<file path="src/hw/pieb_consts.vh">
`ifndef PIEB_CONSTS_VH
`define PIEB_CONSTS_VH

// register bus geometry
`define PIEB_AW            4
`define PIEB_DW            8

// register offsets
`define PIEB_OFF_CORE_CTL  4'h0
`define PIEB_OFF_EN1       4'h1
`define PIEB_OFF_EN2       4'h2
`define PIEB_OFF_EN3       4'h3
`define PIEB_OFF_REQ1      4'h4
`define PIEB_OFF_REQ2      4'h5
`define PIEB_OFF_REQ3      4'h6
`define PIEB_OFF_IRQ_STAT  4'h7
`define PIEB_OFF_IRQ_MASK  4'h8

// implemented-bit masks; bank masks shared by enable and flag registers, IRQ mask for status and mask registers, CORE unused
`define PIEB_MASK_BANK1    8'hCB
`define PIEB_MASK_BANK2    8'h6C
`define PIEB_MASK_BANK3    8'h03
`define PIEB_MASK_CORE     8'hC0
`define PIEB_MASK_IRQ      8'h0F

// bank 1 fields
`define PIEB_B1_TMR_A_GATE 7
`define PIEB_B1_ADC_DONE   6
`define PIEB_B1_SERIAL     3
`define PIEB_B1_TMR_B      1
`define PIEB_B1_TMR_A_OVF  0

// bank 2 fields
`define PIEB_B2_CMP_TWO    6
`define PIEB_B2_CMP_ONE    5
`define PIEB_B2_BUS_COLL   3
`define PIEB_B2_OSC_ACC    2

// bank 3 fields
`define PIEB_B3_CELL_TWO   1
`define PIEB_B3_CELL_ONE   0

// core interrupt control fields
`define PIEB_CORE_GIE      7
`define PIEB_CORE_PERIPH_GROUP_EN     6

// block event status fields
`define PIEB_EV_REQ_RISE   0
`define PIEB_EV_VECTOR     1
`define PIEB_EV_OVERRUN    2
`define PIEB_EV_STALE      3

// reset values
`define PIEB_RST_BYTE      8'h00

`endif

</file>
<file path="src/hw/pieb_en_reg.v">
`include "pieb_consts.vh"

module pieb_en_reg #(
	parameter [7:0] IMPL_MASK = 8'hFF
) (
	// clock and reset
	input  wire       clk_in,
	input  wire       sys_rst_in,
	// software write
	input  wire       wr_in,
	input  wire [7:0] wdata_in,
	// stored value
	output reg  [7:0] value_out
);

	always @(posedge clk_in) begin
		if (sys_rst_in) begin
			value_out <= `PIEB_RST_BYTE;
		end else if (wr_in) begin
			// unimplemented positions never store
			value_out <= wdata_in & IMPL_MASK;
		end
	end

endmodule

</file>
<file path="src/hw/pieb_flag_reg.v">
`include "pieb_consts.vh"

module pieb_flag_reg #(
	parameter [7:0] IMPL_MASK = 8'hFF
) (
	// clock and reset
	input  wire       clk_in,
	input  wire       sys_rst_in,
	// hardware set events, one bit per source
	input  wire [7:0] set_in,
	// software write
	input  wire       wr_in,
	input  wire [7:0] wdata_in,
	// stored flags
	output reg  [7:0] value_out
);

	reg [7:0] value_nxt;

	always @* begin
		value_nxt = value_out;
		if (wr_in) begin
			value_nxt = wdata_in;
		end
		// hardware set beats a same-cycle software clear
		value_nxt = (value_nxt | set_in) & IMPL_MASK;
	end

	always @(posedge clk_in) begin
		if (sys_rst_in) begin
			value_out <= `PIEB_RST_BYTE;
		end else begin
			value_out <= value_nxt;
		end
	end

endmodule

</file>
<file path="src/hw/pieb_top.v">
`include "pieb_consts.vh"

// Notes on behaviour
// - no peripheral request without group enable
// - first enable register bit layout
// - second enable register bit layout
// - third enable register: two cell enables
// - first flag register bit layout
// - flags set regardless of any enable
// - flag one means pending; software clears
// - every implemented bit resets to zero
// - unimplemented bits read back zero
// - enable gates request, never the flag
// - vector only while global enable set
// - group enable sits at control bit six
module pieb_top (
	// clock and reset
	input  wire                clk_in,
	input  wire                sys_rst_in,
	// register port
	input  wire [`PIEB_AW-1:0] addr_in,
	input  wire [`PIEB_DW-1:0] wdata_in,
	input  wire                wr_in,
	input  wire                rd_in,
	output reg  [`PIEB_DW-1:0] rdata_out,
	// peripheral events, bank 1
	input  wire                tmr_a_gate_evt_in,
	input  wire                adc_done_evt_in,
	input  wire                serial_port_evt_in,
	input  wire                tmr_b_match_evt_in,
	input  wire                tmr_a_ovf_evt_in,
	// peripheral events, bank 2
	input  wire                comparator_two_evt_in,
	input  wire                comparator_one_evt_in,
	input  wire                bus_collision_evt_in,
	input  wire                osc_accum_evt_in,
	// peripheral events, bank 3
	input  wire                logic_cell_two_evt_in,
	input  wire                logic_cell_one_evt_in,
	// processor core handshake
	input  wire                vector_ack_in,
	input  wire                int_return_in,
	output reg                 periph_req_out,
	output reg                 core_vector_req_out,
	output reg                 global_int_en_out,
	// block interrupt
	output reg                 irq_out
);

	// register decode, used for every write strobe and the status read strobe
	function hit;
		input [`PIEB_AW-1:0] a;
		input [`PIEB_AW-1:0] off;
		begin
			hit = (a == off);
		end
	endfunction

	// per-source pending term of one bank
	function [7:0] pend;
		input [7:0] flags;
		input [7:0] ens;
		begin
			pend = flags & ens;
		end
	endfunction

	// event on a flag that is already up
	function over;
		input [7:0] sets;
		input [7:0] flags;
		begin
			over = |(sets & flags);
		end
	endfunction

	// enable raised on a source whose flag is still pending
	function stale;
		input       wr;
		input [7:0] wd;
		input [7:0] ens;
		input [7:0] flags;
		begin
			stale = wr & |(wd & ~ens & flags);
		end
	endfunction

	wire [7:0] en1;
	wire [7:0] en2;
	wire [7:0] en3;
	wire [7:0] req1;
	wire [7:0] req2;
	wire [7:0] req3;
	reg  [7:0] set1;
	reg  [7:0] set2;
	reg  [7:0] set3;

	reg        global_int_en_r;
	reg        periph_group_en_r;
	reg        global_int_en_nxt;
	reg        periph_group_en_nxt;
	reg  [7:0] irq_stat_r;
	reg  [7:0] irq_stat_nxt;
	reg  [7:0] irq_mask_r;
	reg  [7:0] rdata_nxt;
	reg  [7:0] irq_ev;
	reg        periph_req_nxt;
	reg        periph_req_prev_r;

	wire wr_core = wr_in & hit(addr_in, `PIEB_OFF_CORE_CTL);
	wire wr_en1  = wr_in & hit(addr_in, `PIEB_OFF_EN1);
	wire wr_en2  = wr_in & hit(addr_in, `PIEB_OFF_EN2);
	wire wr_en3  = wr_in & hit(addr_in, `PIEB_OFF_EN3);
	wire wr_req1 = wr_in & hit(addr_in, `PIEB_OFF_REQ1);
	wire wr_req2 = wr_in & hit(addr_in, `PIEB_OFF_REQ2);
	wire wr_req3 = wr_in & hit(addr_in, `PIEB_OFF_REQ3);
	wire wr_mask = wr_in & hit(addr_in, `PIEB_OFF_IRQ_MASK);
	// only the status register has a read side effect
	wire rd_stat = rd_in & hit(addr_in, `PIEB_OFF_IRQ_STAT);

	// event sources share the system clock, so no synchroniser
	always @* begin
		set1 = `PIEB_RST_BYTE;
		set1[`PIEB_B1_TMR_A_GATE] = tmr_a_gate_evt_in;
		set1[`PIEB_B1_ADC_DONE] = adc_done_evt_in;
		set1[`PIEB_B1_SERIAL] = serial_port_evt_in;
		set1[`PIEB_B1_TMR_B] = tmr_b_match_evt_in;
		set1[`PIEB_B1_TMR_A_OVF] = tmr_a_ovf_evt_in;
	end

	always @* begin
		set2 = `PIEB_RST_BYTE;
		set2[`PIEB_B2_CMP_TWO] = comparator_two_evt_in;
		set2[`PIEB_B2_CMP_ONE] = comparator_one_evt_in;
		set2[`PIEB_B2_BUS_COLL] = bus_collision_evt_in;
		set2[`PIEB_B2_OSC_ACC] = osc_accum_evt_in;
	end

	always @* begin
		set3 = `PIEB_RST_BYTE;
		set3[`PIEB_B3_CELL_TWO] = logic_cell_two_evt_in;
		set3[`PIEB_B3_CELL_ONE] = logic_cell_one_evt_in;
	end

	// enable registers
	pieb_en_reg #(
		.IMPL_MASK (`PIEB_MASK_BANK1)
	) u_en1 (
		.clk_in     (clk_in),
		.sys_rst_in (sys_rst_in),
		.wr_in      (wr_en1),
		.wdata_in   (wdata_in),
		.value_out  (en1)
	);

	pieb_en_reg #(
		.IMPL_MASK (`PIEB_MASK_BANK2)
	) u_en2 (
		.clk_in     (clk_in),
		.sys_rst_in (sys_rst_in),
		.wr_in      (wr_en2),
		.wdata_in   (wdata_in),
		.value_out  (en2)
	);

	pieb_en_reg #(
		.IMPL_MASK (`PIEB_MASK_BANK3)
	) u_en3 (
		.clk_in     (clk_in),
		.sys_rst_in (sys_rst_in),
		.wr_in      (wr_en3),
		.wdata_in   (wdata_in),
		.value_out  (en3)
	);

	// request flag registers, software clears by writing zero
	pieb_flag_reg #(
		.IMPL_MASK (`PIEB_MASK_BANK1)
	) u_req1 (
		.clk_in     (clk_in),
		.sys_rst_in (sys_rst_in),
		.set_in     (set1),
		.wr_in      (wr_req1),
		.wdata_in   (wdata_in),
		.value_out  (req1)
	);

	pieb_flag_reg #(
		.IMPL_MASK (`PIEB_MASK_BANK2)
	) u_req2 (
		.clk_in     (clk_in),
		.sys_rst_in (sys_rst_in),
		.set_in     (set2),
		.wr_in      (wr_req2),
		.wdata_in   (wdata_in),
		.value_out  (req2)
	);

	pieb_flag_reg #(
		.IMPL_MASK (`PIEB_MASK_BANK3)
	) u_req3 (
		.clk_in     (clk_in),
		.sys_rst_in (sys_rst_in),
		.set_in     (set3),
		.wr_in      (wr_req3),
		.wdata_in   (wdata_in),
		.value_out  (req3)
	);

	// peripheral request, gated by the group enable
	always @* begin
		periph_req_nxt = |pend(req1, en1);
		periph_req_nxt = periph_req_nxt | |pend(req2, en2);
		periph_req_nxt = periph_req_nxt | |pend(req3, en3);
		// group enable gates every source
		periph_req_nxt = periph_req_nxt & periph_group_en_r;
	end

	// core control: entry clears global enable, return sets it
	always @* begin
		global_int_en_nxt = global_int_en_r;
		periph_group_en_nxt = periph_group_en_r;
		if (wr_core) begin
			global_int_en_nxt = wdata_in[`PIEB_CORE_GIE];
			periph_group_en_nxt = wdata_in[`PIEB_CORE_PERIPH_GROUP_EN];
		end
		if (int_return_in) begin
			global_int_en_nxt = 1'b1;
		end
		// entry wins so a late return cannot reopen nesting
		if (vector_ack_in & core_vector_req_out) begin
			global_int_en_nxt = 1'b0;
		end
	end

	always @(posedge clk_in) begin
		if (sys_rst_in) begin
			global_int_en_r <= 1'b0;
			periph_group_en_r <= 1'b0;
		end else begin
			global_int_en_r <= global_int_en_nxt;
			periph_group_en_r <= periph_group_en_nxt;
		end
	end

	// block events: request rise, vector taken, overrun, stale enable
	always @* begin
		irq_ev = 8'h00;
		irq_ev[`PIEB_EV_REQ_RISE] = periph_req_nxt & ~periph_req_prev_r;
		irq_ev[`PIEB_EV_VECTOR] = vector_ack_in & core_vector_req_out;
		irq_ev[`PIEB_EV_OVERRUN] = over(set1, req1) |
			over(set2, req2) | over(set3, req3);
		// enabling a source whose flag is still up
		irq_ev[`PIEB_EV_STALE] = stale(wr_en1, wdata_in, en1, req1) |
			stale(wr_en2, wdata_in, en2, req2) |
			stale(wr_en3, wdata_in, en3, req3);
	end

	// status clears on read; an event in the read cycle survives
	always @* begin
		irq_stat_nxt = irq_stat_r;
		if (rd_stat) begin
			irq_stat_nxt = 8'h00;
		end
		irq_stat_nxt = (irq_stat_nxt | irq_ev) & `PIEB_MASK_IRQ;
	end

	always @(posedge clk_in) begin
		if (sys_rst_in) begin
			irq_stat_r <= `PIEB_RST_BYTE;
			irq_mask_r <= `PIEB_RST_BYTE;
			periph_req_prev_r <= 1'b0;
		end else begin
			irq_stat_r <= irq_stat_nxt;
			periph_req_prev_r <= periph_req_nxt;
			if (wr_mask) begin
				irq_mask_r <= wdata_in & `PIEB_MASK_IRQ;
			end
		end
	end

	// read mux; unmapped addresses read zero
	always @* begin
		rdata_nxt = 8'h00;
		if (rd_in) begin
			case (addr_in)
			`PIEB_OFF_CORE_CTL: begin
				rdata_nxt[`PIEB_CORE_GIE] = global_int_en_r;
				rdata_nxt[`PIEB_CORE_PERIPH_GROUP_EN] = periph_group_en_r;
			end
			`PIEB_OFF_EN1: begin
				rdata_nxt = en1;
			end
			`PIEB_OFF_EN2: begin
				rdata_nxt = en2;
			end
			`PIEB_OFF_EN3: begin
				rdata_nxt = en3;
			end
			`PIEB_OFF_REQ1: begin
				rdata_nxt = req1;
			end
			`PIEB_OFF_REQ2: begin
				rdata_nxt = req2;
			end
			`PIEB_OFF_REQ3: begin
				rdata_nxt = req3;
			end
			`PIEB_OFF_IRQ_STAT: begin
				rdata_nxt = irq_stat_r;
			end
			`PIEB_OFF_IRQ_MASK: begin
				rdata_nxt = irq_mask_r;
			end
			default: begin
				rdata_nxt = 8'h00;
			end
			endcase
		end
	end

	// outputs all registered; request lags the flag by one cycle
	always @(posedge clk_in) begin
		if (sys_rst_in) begin
			rdata_out <= `PIEB_RST_BYTE;
			periph_req_out <= 1'b0;
			core_vector_req_out <= 1'b0;
			global_int_en_out <= 1'b0;
			irq_out <= 1'b0;
		end else begin
			rdata_out <= rdata_nxt;
			periph_req_out <= periph_req_nxt;
			// held off while global enable is clear, served later
			core_vector_req_out <= periph_req_nxt & global_int_en_nxt;
			global_int_en_out <= global_int_en_nxt;
			// a mask write shows on irq one cycle after it lands
			irq_out <= |(irq_stat_nxt & irq_mask_r);
		end
	end

endmodule
</file>
<file path="config.mk">
export PLATFORM = sky130hd
export DESIGN_NAME = pieb_top
export DESIGN_NICKNAME = d
export VERILOG_FILES = /design/src/hw/pieb_en_reg.v /design/src/hw/pieb_flag_reg.v /design/src/hw/pieb_top.v
export VERILOG_INCLUDE_DIRS = /design/src /design/src/hw
export SDC_FILE = /design/constraint.sdc
export NUM_CORES = 1
export LEC_CHECK = 0
export BUFFER_PORTS_ARGS = -buffer_cell sky130_fd_sc_hd__clkbuf_2
export CORE_MARGIN = 2
export CORE_UTILIZATION = 51
export CTS_CLUSTER_SIZE = 30
export DETAILED_ROUTE_END_ITERATION = 8
export PLACE_DENSITY = 0.78
export SLEW_MARGIN = 20
export SYNTH_ARGS = -nofsm -noshare
export SYNTH_HDL_FRONTEND = slang
export SYNTH_HIERARCHICAL = 1
export SYNTH_SLANG_ARGS = --single-unit
</file>
<file path="constraint.sdc">
create_clock -name clk_in -period 1.5 [get_ports clk_in]
set_input_delay 0.075 -clock clk_in [delete_from_list [all_inputs] [get_ports clk_in]]
set_output_delay 0.075 -clock clk_in [all_outputs]
set_load 0.05 [all_outputs]
</file>
# --- After elaboration in Yosys (flattened, before gate mapping) ---
# Cells that the tools add are included.
word_totals:
  reg_bits: 46
  in_bits: 29
  output_inout_bits: 12
  elab_cells: 88
classes:
  n_eq_ne: 8
  mux: 9
  bitwise: 44
  reduce_logical: 12
ops:
  columns: ["operator", "n"]
  rows:
  - ["$reduce_or A8 Y1", 10]
  - ["$and A8 B8 Y8", 6]
  - ["$pmux W6 S8", 1]
  - ["$and A1 B1 Y1", 16]
  - ["$eq A4 B3 Y1 const B", 4]
  - ["$and A7 B7 Y7", 2]
  - ["$pmux W2 S7", 1]
  - ["$and A8 B2 Y8", 1]
  - ["$and A8 B7 Y8", 1]
  - ["$eq A4 B2 Y1 const B", 2]
  - ["$mux W8", 1]
  - ["$not A2 Y8", 1]
  - ["$not A7 Y8", 1]
  - ["$not A8 Y8", 1]
  - ["$or A8 B8 Y8", 1]
  - ["$mux W7", 1]
  - ["$or A7 B7 Y7", 1]
  - ["$or A1 B1 Y1", 6]
  - ["$and A2 B2 Y2", 2]
  - ["$and A4 B4 Y4", 1]
  - ["$eq A4 B1 Y1 const B", 1]
  - ["$eq A4 B4 Y1 const B", 1]
  - ["$logic_not A4 Y1", 1]
  - ["$mux W4", 1]
  - ["other kinds (6)", 9]

# --- Longest topological paths before layout ---
depth:
  ltp_word: 10
  depth_mapped: 7

# --- By module ---
# Netlist, hierarchy kept.
modules_own_cells:
  columns: ["mod", "instances", "cells_each", "area_per_inst_um2", "seq_area_each_um2"]
  rows:
  - ["pieb_top", 1, 215, 1642.8, 420.4]
  - ["pieb_flag_reg at u_req1", 1, 25, 231.5, 100.1]
  - ["pieb_en_reg at u_en1", 1, 20, 206.4, 100.1]
  - ["pieb_flag_reg at u_req2", 1, 22, 193.9, 80.1]
  - ["pieb_en_reg at u_en2", 1, 18, 173.9, 80.1]
  - ["pieb_flag_reg at u_req3", 1, 15, 126.4, 40.0]
  - ["pieb_en_reg at u_en3", 1, 13, 116.4, 40.0]

# --- Worst setup path before layout ---
# No wires, ideal clock.
synth_timing:
  kind: "reg-to-reg"
  startpoint: "register u_req1.value_out[0]"
  endpoint: "register irq_out"
  setup_time_ns: 0.124
  t_arrival_ns: 1.332
  slack_ns: 0.044
  path_stages_with_launch: 6
  period_less_slack_ns: 1.456
  cell_sequence: "dfxtp_1 > nand2_1 > o22ai_1 > or4_1 > a221oi_2 > o21ai_1"
synth_between:
  elab_chain_cells: 9
  elab_cells_between_ends: 18
  classes_between: "bitwise (14); reduce/logical (4)"
synth_rtl:
  columns: ["element", "line_no", "text"]
  rows:
  - ["start: declaration", "pieb_flag_reg.v:15", "output reg [7:0] value_out"]
  - ["start signal: assignment", "pieb_flag_reg.v:31", "value_out <= `PIEB_RST_BYTE;"]
  - ["start signal: assignment", "pieb_flag_reg.v:33", "value_out <= value_nxt;"]
  - ["$and A8 B8 Y8", "pieb_top.v:64", "pend = flags & ens;"]
  - ["$reduce_or A8 Y1", "pieb_top.v:212", "periph_req_nxt = |pend(req1, en1);"]
  - ["$or A1 B1 Y1", "pieb_top.v:213", "periph_req_nxt = periph_req_nxt | |pend(req2, en2);"]
  - ["$or A1 B1 Y1", "pieb_top.v:214", "periph_req_nxt = periph_req_nxt | |pend(req3, en3);"]
  - ["$and A1 B1 Y1", "pieb_top.v:216", "periph_req_nxt = periph_req_nxt & periph_group_en_r;"]
  - ["$and A1 B1 Y1", "pieb_top.v:249", "irq_ev[`PIEB_EV_REQ_RISE] = periph_req_nxt & ~periph_req_prev_r;"]
  - ["$or A4 B4 Y4 (*)", "pieb_top.v:265", "irq_stat_nxt = (irq_stat_nxt | irq_ev) & `PIEB_MASK_IRQ;"]
  - ["$and A4 B4 Y4 (*)", "pieb_top.v:337", "irq_out <= |(irq_stat_nxt & irq_mask_r);"]
  - ["$reduce_or A8 Y1 (*)", "pieb_top.v:337", null]
  - ["end signal: assignment", "pieb_top.v:337", null]
  - ["end: declaration", "pieb_top.v:47", "output reg irq_out"]
# Mark *: on every way between the ends. The rest lies on a longest branch, timed or not.
# A chain may end at the register's enable or synchronous reset.

# --- Worst setup path in the final report ---
layout_timing:
  startpoint: "register u_req1.value_out[6]"
  endpoint: "register irq_out"
# Same word-level chain as after synthesis.

==> impl_metrics.ini <==
[route]
remaining_drc_errors = 0
avgRoutedWirePerCell_um = 17.5
via_count = 2830
detail_route.iter0.violations = 359
drt_pass1_iterations = 7
wl_um = 8470
drtAntennaViolNets = 0
drt-vias-per-instance = 5.84

[layout]
final_nets = 443
n_antenna_cell = 0
syn2layout_area_growth_pct = 27.4
drive_gt1_share_pct = 31.1
stdcell_area_mm2 = 0.00342
fill_cells = 457

[cts]
clk_latency_ps = 300
h-tree-depth = 2
cts_tree = built
cts.clk_slew.worst_paths_ps = 90
clk_path_buf_depth = 2
root_buffer = clkbuf_8
cts_buffers = 5
cts.sinks = 43

[timing]
period_minus_slack_ps = 1670
fin_ws_ps = -173
fin_crit_sh_pct = 112
clock.fmax_mhz = 598
rsz0062_at_grt = yes
hold_violations = 0
finalSetupTns_ps = -239
fin_skew_ps = 4.95
maxSlewViolCount = 0
setup_viol_count_final = 3

[place]
gp_congestion = 0.968
hpwl_um = 6610
placed_area_mm2 = 0.00318
io_buffer_count = 40

[flow_run]
drv_cap = 0

[floorplan]
die-area_mm2 = 0.00587
boundaryPins = 41
die_x_um = 76.6
die_h_um = 76.6
floorplan.initialDensity_pct = 52.6
num_rows = 26
core-area_mm2 = 0.00511

[logic_synthesis]
avgSynthCellArea_um2 = 8.22
ys_warn_count = 6
syn-instance-count = 327
synth_area_mm2 = 0.00269

[power_and_ir_drop]
power_density_mw_per_mm2 = 747
intPower_mw = 1.75
swShare_pct = 31.4
leakagePower_nw = 1.48
clockPowerShare_pct = 30.8
power_frac_comb_pct = 21.4
p_sw_mw = 0.804
worst_ir_drop_vdd_mv = 0.577
total_power_mw = 2.56
seqPwrFrac_pct = 47.8

[global_routing]
overflow = 0
grt_pass1_vias = 2745
grt_start_max_net_pins = 27
track_usage_pct = 29.3
antenna_found_initial = 0
grt_pass1_wl_um = 13600

[critical_path]
crit_type = flip-flop to flip-flop
critPathTopFamily = compound AO/OA/AOI/OAI gates
cp_slowest_cell = dfxtp_4
startpoint_type = flip-flop
required_ps = 1690
end_kind = flip-flop
crit_chain = a22oi_2 > nand4_1 > o31ai_2 > nor3_2 > a221oi_2 > o21ai_1
slowest_delay_ps = 380
crit_arrival_ps = 1860
worstPathMaxFanout = 5
critPathBufInv = 0

[status]
violations = setup timing
status = finished with violations

[worst_hold_path]
hp-class = input pin to flip-flop
==> metrics by stage <==
stage / worst slack [ps] / hold WS (ps) / std cells / utilization, %
floorplan: 44.1 / 144 / 347 / -
global placement: -250 / 306 / 470 / 62.3
detailed placement: -281 / 318 / 470 / 62.3
CTS: -164 / 4.57 / 484 / 66.2
global route: -230 / 17.4 / 485 / 67.1
finish: -173 / 5.03 / 485 / 67.1
==> worst paths after layout <==
check	cells after the start	slack [ps]	from	to
setup / recovery	6	-170	u_req1/value_out[6]$_SDFF_PP0_	irq_out$_SDFF_PP0_
hold reg to reg	2	500	irq_mask_r[3]$_SDFFE_PP0P_	irq_mask_r[3]$_SDFFE_PP0P_
hold / removal	3	5	tmr_a_gate_evt_in	u_req1/value_out[7]$_SDFF_PP0_
setup reg to reg	6	-170	u_req1/value_out[6]$_SDFF_PP0_	irq_out$_SDFF_PP0_
==> tightest hold or removal path: cells and delay by family <==
kind,cells,cell delay [ps]
buf+inv,2,140
compound gates,1,50
==> per-layer routing <==
metal	share of wire, %	global-route usage [%]	vias up
met4	4.1	12.5	0
met3	7.4	4.38	27
met2	44	46.4	152
li1	-	-	1324
met1	44	39.6	1327
met5	0	0	-
==> final cells by class <==
class | instances | area [um^2] | share of cell area, %
multi-input cells | 251 | 1640 | 48.0
flip-flops and latches | 43 | 877 | 25.6
repair buffers | 99 | 671 | 19.6
well taps | 70 | 87.6 | 2.56
clock buffers | 5 | 68.8 | 2.01
inverters | 14 | 52.6 | 1.53
clock inverters | 3 | 23.8 | 0.694
==> what timing repair did <==
action / 4_1_cts / 5_1_grt
endpoints found under the hold margin: 6 / 0
resized for setup: 14 / 10
setup endpoints to repair: 3 / 3
hold buffers: 6 / 0
pin swaps: 3 / 6
buffers inserted: 0 / 1
gates cloned: 0 / 0
==> cell usage in the layout (no fill, tap or decap), types with 4 or more instances in the layout <==
cell type / instances
a21oi_1: 22
buf_4: 52
nor2_1: 25
conb_1: 26
nand3b_1: 11
mux2i_1: 25
and2_1: 7
clkbuf_2: 40
clkbuf_8: 5
and3_1: 4
a22oi_1: 18
o22ai_1: 6
nor2b_1: 5
dlygate4sd3_1: 6
dfxtp_2: 7
inv_1: 14
a221oi_2: 4
a22oi_2: 4
o21ai_0: 4
nand3_1: 9
a22o_1: 10
dfxtp_1: 34
nand2_1: 30
==> flip-flops by register name (all words and copies together) (netlist names), 4 cells and up <==
signal and cells:
rdata_out 8, u_en1/value_out 5, u_req1/value_out 5, irq_mask_r 4, irq_stat_r 4, u_en2/value_out 4
u_req2/value_out 4
==> power by group through the flow <==
stage / Combinational (mW) / Clock [mW] / Sequential [mW]
after floorplan: 0.291 / 0 / 1.25
after global placement: 0.481 / 0 / 1.24
after detailed placement: 0.484 / 0 / 1.24
after CTS: 0.513 / 0.799 / 1.22
after global routing: 0.585 / 0.847 / 1.23
final: 0.547 / 0.787 / 1.22
Power figures use the tool's default switching activity.
